### config.mk
export PLATFORM = sky130hd
export DESIGN_NAME = port_g_output_and_function_select
export DESIGN_NICKNAME = d
export VERILOG_FILES = /design/src/pkg/port_g_pkg.sv /design/src/hw/pin_route.sv /design/src/hw/port_g_output_and_function_select.sv
export SDC_FILE = /design/constraint.sdc
export NUM_CORES = 1
export LEC_CHECK = 0
export BUFFER_PORTS_ARGS = -buffer_cell sky130_fd_sc_hd__buf_2
export CAP_MARGIN = 40
export CORE_MARGIN = 1
export CORE_UTILIZATION = 41
export DETAILED_ROUTE_END_ITERATION = 8
export PLACE_DENSITY = 0.86
export SLEW_MARGIN = 15
export SYNTH_ARGS = -nofsm -noshare
export SYNTH_HDL_FRONTEND = slang
export SYNTH_SLANG_ARGS = --single-unit
### constraint.sdc
create_clock -name clock_i -period 1.6 [get_ports clock_i]
set_input_delay 0.08 -clock clock_i [delete_from_list [all_inputs] [get_ports clock_i]]
set_output_delay 0.08 -clock clock_i [all_outputs]
set_load 0.01 [all_outputs]
### src/pkg/port_g_pkg.sv
package port_g_pkg;

  localparam int PIN_COUNT = 6;
  localparam int ALT_COUNT = 3;

  // Byte addresses of the control registers on the register bus.
  localparam logic [5:0] OFS_OUTPUT_ENABLE = 6'h04;
  localparam logic [5:0] OFS_FUNCTION_ONE = 6'h08;
  localparam logic [5:0] OFS_FUNCTION_TWO = 6'h0c;
  localparam logic [5:0] OFS_FUNCTION_THREE = 6'h10;

  // Writable bits of each register; everything else reads as zero.
  localparam logic [5:0] MASK_OUTPUT_ENABLE = 6'h3f;
  localparam logic [5:0] MASK_FUNCTION_ONE = 6'h2f;
  localparam logic [5:0] MASK_FUNCTION_TWO = 6'h1f;
  localparam logic [5:0] MASK_FUNCTION_THREE = 6'h1e;

  localparam logic [5:0] RESET_FIELD = 6'h00;
  localparam logic [31:0] RESET_READ_DATA = 32'h0000_0000;

  typedef struct packed {
    logic [5:0] output_enable;
    logic [5:0] function_one;
    logic [5:0] function_two;
    logic [5:0] function_three;
  } port_regs_t;

  typedef struct packed {
    port_regs_t regs;
    logic ack;
    logic [31:0] read_data;
  } port_state_t;

  // Serial channel 0 as seen from the peripheral side.
  typedef struct packed {
    logic clock_out;
    logic clock_oe;
    logic bus_clock_out;
    logic bus_clock_oe;
    logic bus_data_out;
    logic bus_data_oe;
  } serial_drive_t;

  typedef struct packed {
    logic serial_clock_zero;
    logic bus_clock_or_serial_input_zero;
    logic bus_data_or_serial_output_zero;
  } serial_sense_t;

  typedef struct packed {
    logic timer4_capture_input_one;
    logic timer4_capture_input_zero;
    logic timer3_capture_input_one;
    logic timer3_capture_input_zero;
  } capture_t;

endpackage
### src/hw/pin_route.sv
`timescale 1ns/100ps
module pin_route #(
  parameter int N_ALT = 3
) (
  input wire logic [N_ALT-1:0] select_i,
  input wire logic port_out_i,
  input wire logic port_oe_i,
  input wire logic [N_ALT-1:0] alt_out_i,
  input wire logic [N_ALT-1:0] alt_oe_i,
  input wire logic pad_in_i,
  output logic pad_out_o,
  output logic pad_oe_o,
  output logic [N_ALT-1:0] alt_in_o
);

  // With more than one select bit set the alternates are OR-ed; software must avoid that.
  always_comb begin
    pad_out_o = 1'b0;
    pad_oe_o = 1'b0;
    if (select_i == '0) begin
      pad_out_o = port_out_i;
      pad_oe_o = port_oe_i;
    end else begin
      for (int k = 0; k < N_ALT; k++) begin
        pad_out_o = pad_out_o | (select_i[k] & alt_out_i[k]);
        pad_oe_o = pad_oe_o | (select_i[k] & alt_oe_i[k]);
      end
    end
    for (int k = 0; k < N_ALT; k++) begin
      alt_in_o[k] = select_i[k] & pad_in_i;
    end
  end

endmodule // pin_route

### src/hw/port_g_output_and_function_select.sv
// Implementation choices: the register addresses and the Avalon-MM slave port.
`timescale 1ns/100ps
// Behaviour
// - Output enable bits 5-0, reset zero, upper zero
// - Function one: interrupts, serial clock, serial lines
// - Function two: pins 4-0 become address 7-3
// - Function three: pins 4-1 feed timer captures
// - After reset all pins plain, drivers off
module port_g_output_and_function_select (
  input wire logic clock_i,
  input wire logic rst_n_i,
  input wire logic ce_i,
  input wire logic [5:0] address_i,
  input wire logic read_i,
  input wire logic write_i,
  input wire logic [31:0] writedata_i,
  input wire logic [3:0] byteenable_i,
  output logic [31:0] readdata_o,
  output logic waitrequest_o,
  input wire logic [5:0] port_data_i,
  input wire logic [5:0] input_enable_i,
  output logic [5:0] port_in_o,
  input wire logic [5:0] pad_in_i,
  output logic [5:0] pad_out_o,
  output logic [5:0] pad_oe_o,
  output logic external_interrupt_one_o,
  output logic external_interrupt_zero_o,
  input wire port_g_pkg::serial_drive_t serial_drive_i,
  output port_g_pkg::serial_sense_t serial_sense_o,
  input wire logic [4:0] address_line_i,
  output port_g_pkg::capture_t capture_o
);
  import port_g_pkg::*;

  // ==========================================================
  // Register bus slave
  // ==========================================================
  port_state_t s;
  port_state_t next_s;
  logic request;
  logic [5:0] read_field;

  assign request = read_i | write_i;
  // Every access waits exactly one cycle while ce_i is high so read data can come from a flop.
  assign waitrequest_o = request & ~s.ack;
  assign readdata_o = s.read_data;

  always_comb begin
    case (address_i)
      OFS_OUTPUT_ENABLE: read_field = s.regs.output_enable;
      OFS_FUNCTION_ONE: read_field = s.regs.function_one;
      OFS_FUNCTION_TWO: read_field = s.regs.function_two;
      OFS_FUNCTION_THREE: read_field = s.regs.function_three;
      default: read_field = RESET_FIELD;
    endcase
  end

  always_comb begin
    next_s = s;
    if (request && !s.ack) begin
      next_s.ack = 1'b1;
      next_s.read_data = {26'h0000000, read_field};
    end else begin
      next_s.ack = 1'b0;
      if (write_i && s.ack && byteenable_i[0]) begin
        case (address_i)
          OFS_OUTPUT_ENABLE: begin
            next_s.regs.output_enable = writedata_i[5:0] & MASK_OUTPUT_ENABLE;
          end
          OFS_FUNCTION_ONE: begin
            next_s.regs.function_one = writedata_i[5:0] & MASK_FUNCTION_ONE;
          end
          OFS_FUNCTION_TWO: begin
            next_s.regs.function_two = writedata_i[5:0] & MASK_FUNCTION_TWO;
          end
          OFS_FUNCTION_THREE: begin
            next_s.regs.function_three = writedata_i[5:0] & MASK_FUNCTION_THREE;
          end
          default: begin
            next_s.regs = s.regs;
          end
        endcase
      end
    end
  end

  always_ff @(posedge clock_i or negedge rst_n_i) begin
    if (!rst_n_i) begin
      s.regs.output_enable <= RESET_FIELD;
      s.regs.function_one <= RESET_FIELD;
      s.regs.function_two <= RESET_FIELD;
      s.regs.function_three <= RESET_FIELD;
      s.ack <= 1'b0;
      s.read_data <= RESET_READ_DATA;
    end else if (ce_i) begin
      s <= next_s;
    end
  end

  // ==========================================================
  // Pin routing
  // ==========================================================
  // Alternate slot 0 is function one, 1 is function two, 2 is function three.
  logic [ALT_COUNT-1:0] alt_out [PIN_COUNT];
  logic [ALT_COUNT-1:0] alt_oe [PIN_COUNT];
  logic [ALT_COUNT-1:0] alt_in [PIN_COUNT];
  logic [5:0] gated_in;

  // Input path stays dead until the outside input enable opens it.
  assign gated_in = pad_in_i & input_enable_i;
  assign port_in_o = gated_in;

  always_comb begin
    for (int p = 0; p < PIN_COUNT; p++) begin
      alt_out[p] = '0;
      alt_oe[p] = '0;
    end
    alt_out[0][0] = serial_drive_i.bus_data_out;
    alt_oe[0][0] = serial_drive_i.bus_data_oe;
    alt_out[1][0] = serial_drive_i.bus_clock_out;
    alt_oe[1][0] = serial_drive_i.bus_clock_oe;
    alt_out[2][0] = serial_drive_i.clock_out;
    alt_oe[2][0] = serial_drive_i.clock_oe;
    for (int p = 0; p < 5; p++) begin
      alt_out[p][1] = address_line_i[p];
      alt_oe[p][1] = 1'b1;
    end
  end

  genvar g;
  generate
    for (g = 0; g < PIN_COUNT; g++) begin : g_pin
      // Overlapping selects are left to software; the router just merges them.
      pin_route #(
        .N_ALT(ALT_COUNT)
      ) u_route (
        .select_i({s.regs.function_three[g], s.regs.function_two[g], s.regs.function_one[g]}),
        .port_out_i(port_data_i[g]),
        .port_oe_i(s.regs.output_enable[g]),
        .alt_out_i(alt_out[g]),
        .alt_oe_i(alt_oe[g]),
        .pad_in_i(gated_in[g]),
        .pad_out_o(pad_out_o[g]),
        .pad_oe_o(pad_oe_o[g]),
        .alt_in_o(alt_in[g])
      );
    end
  endgenerate

  assign external_interrupt_one_o = alt_in[5][0];
  assign external_interrupt_zero_o = alt_in[3][0];
  assign serial_sense_o.serial_clock_zero = alt_in[2][0];
  assign serial_sense_o.bus_clock_or_serial_input_zero = alt_in[1][0];
  assign serial_sense_o.bus_data_or_serial_output_zero = alt_in[0][0];
  assign capture_o.timer4_capture_input_one = alt_in[4][2];
  assign capture_o.timer4_capture_input_zero = alt_in[3][2];
  assign capture_o.timer3_capture_input_one = alt_in[2][2];
  assign capture_o.timer3_capture_input_zero = alt_in[1][2];

  // ==========================================================
  // Assertions
  // ==========================================================
  logic write_done;
  logic read_done;
  assign write_done = ce_i & write_i & s.ack & byteenable_i[0];
  assign read_done = read_i & ~waitrequest_o;
endmodule // port_g_output_and_function_select

==> impl_metrics.ini <==
[drt]
viasPerCell = 4.87
wl_per_cell_um = 12.8
wirelength_um = 3990
antenna_left = 0
via_count = 1525
drc_errors = 0
drt-pass1-iter-count = 4
initialDrtViolationCount = 41

[global_routing]
grt_pass1_wl_um = 6380
grt_util_all_layers_pct = 16.6
grt_pass1_vias = 1395
antenna_found_initial = 0
overflow = 0
grt_max_degree = 28

[synthesis]
ys_warn_count = 0
syn_area_per_cell_um2 = 9.88
yosys_register_bits = 27
synth_cell_types = 35
synth_top_cell_by_area = dfrtp_1
synth_top_area_share_pct = 36.0
syn_area_um2 = 1880
synth_cells = 190
synth.area.top_cells = dfrtp_1 (36%), buf_4 (20%), mux2_2 (13%)
ys_seq_area_share_pct = 36.0

[setup_path]
timing.rr.end = s[51]$_DFFE_PN0P_
crit_path_max_fanout = 3
reg2reg_slack_ns = -0.002
critPathLaunchType = flop
cp.required_ns = 1.78
criticalPathCategory = reg2reg
r2r-start = s[32]$_DFFE_PN0P_
arrival_ns = 1.78
end_kind = flop
worstRegToRegCells = 5

[clock_network]
h-tree-depth = 1
cts_made_buffers = 3
cts.clk_slew.worst_paths_ns = 0.09
clk-insertion-delay-late_ns = 0.28
clockRootBuffer = clkbuf_8
clk_path_buf_depth = 2
clock-sinks = 27
tritoncts = yes

[sta]
finalSetupViolations = 1
hold_viol = 0
layout_setup_ws_ns = -0.00158
fin_crit_ns = 1.60
skew_ns = 0.00484
slew_headroom_pct = 61.2
rsz0062_at_grt = yes
maxSlewViolCount = 0
finalSetupTns_ns = -0.00158
clock.fmax_mhz = 624
worstMarginPinSlew_ns = 0.582
min_period_over_period_pct = 100

[worst_hold_path]
hold_depth = 2
hold_class = in2reg
hold_start = writedata_i[5]
min_to = s[50]$_DFFE_PN0P_

[placement]
gp_congestion = 0.795
dpl.hpwl_um = 3110
port_buffers = 80
dp.cells = 305

[floorplan]
boundaryPins = 136
coreArea_um2 = 4380
dieArea_um2 = 4850
rows = 24
start_util_pct = 42.8
die-height_um = 69.7
die_x_um = 69.7

[run]
maxCapViolCount = 0

[finish]
finalNonFillerCells = 313
syn2layout_area_growth_pct = 19.5
final_common_cell = buf_2
antenna_cells = 0
nets = 338
drive_gt1_share_pct = 47.5
mostFrequentLayoutCells = buf_2 (80), dfrtp_1 (27), conb_1 (26)

[power_and_ir_drop]
p_per_area_nw_per_um2 = 617
ir_drop_uv = 262
power.static_leakage_nw = 1.27

[run_status]
violations = negative setup slack
status = complete, but fails checks
## sequential cells by signal, indices dropped and copies added (netlist names)
signal	count
readdata_o	6
s	21
## worst max-delay path, stage by stage, from the launching register on
cell,delay (ns)
dfrtp_1,0.38
nand4_1,0.13
or2_4,0.29
nor3b_4,0.22
buf_4,0.16
mux2_2,0.32
## logic make-up after synthesis
kind of cell | share of synthesized area [%]
AOI/OAI and AO/OA | 11.1
xor gates and xnor gates | 0.467
buffers and inverters | 21.1
DFF | 36.0
muxes | 14.7
other | 0.200
and+or+nand+nor | 16.5
## cells in the mapped netlist, drive strengths merged
cell type and instances:
a211o 1, a211oi 3, a21o 2, a21oi 8
a221o 4, a22o 1, a22oi 2, and2 6
and3 9, and3b 1, buf 52, clkbuf 1
conb 1, dfrtp 27, inv 2, mux2 21
mux2i 4, nand2 11, nand2b 1, nand4 1
nor2 6, nor2b 4, nor3 1, nor3b 3
nor4b 3, o21ai 8, o21ba 1, o31ai 1
or2 1, or3 2, or4 1, xor2 1
## cell type report
class / count / area, um2
fill: 403 / 2140
multi-input combinational: 133 / 923
sequential: 27 / 676
timing repair buffer: 95 / 522
tap: 52 / 65.1
clock buffer: 3 / 41.3
clock inverter: 1 / 7.51
inverter: 2 / 7.51
## report_power, final
part	switching (mW)	total (mW)	internal, mW	leakage [nW]
Sequential	0.0193	0.717	0.698	0.374
Combinational	0.138	0.265	0.127	0.875
Clock	0.224	0.401	0.178	0.0217
## through the flow
step | util (%) | setup slack [ns] | instance area (um2) | power, mW | hold WS (ns)
floorplan | - | -0.167 | 1980 | 0.930 | -0.216
global placement | 48.8 | -0.211 | 2140 | 0.972 | 0.101
detailed placement | 48.8 | -0.241 | 2140 | 0.982 | 0.119
CTS | 50.4 | 0.00274 | 2210 | 1.39 | 0.0345
global route | 51.1 | -0.0944 | 2240 | 1.45 | 0.0346
finish | 51.1 | -0.00158 | 2240 | 1.38 | 0.0400
## layer usage
metal,up-vias,part of all wire (%),GRT usage [%]
met5,-,0,0
met3,5,5.4,4.36
met1,737,41,19.9
met2,51,52,28.4
met4,0,1.6,6.44
li1,732,-,-
## how the worst max path moves through the flow
stage                     cells past startpoint              start  slack, ns                 to
after detailed placement                      6       address_i[5]      -0.24  s[55]$_DFFE_PN0P_
after global placement                        6       address_i[5]      -0.21  s[53]$_DFFE_PN0P_
after CTS                                     5  s[32]$_DFFE_PN0P_      0.003  s[55]$_DFFE_PN0P_
final                                         5  s[32]$_DFFE_PN0P_     -0.002  s[51]$_DFFE_PN0P_
after global routing                          5  s[32]$_DFFE_PN0P_      -0.09  s[51]$_DFFE_PN0P_
after floorplan                               5       address_i[5]      -0.17  s[51]$_DFFE_PN0P_
## timing repair
item	in CTS	in global routing
pin swaps	0	1
hold endpoints to repair	28	0
endpoints found under the setup margin	1	17
resized for setup	1	4
hold buffers	2	0
buffers inserted	0	2
(Power assumes the default switching activity.)
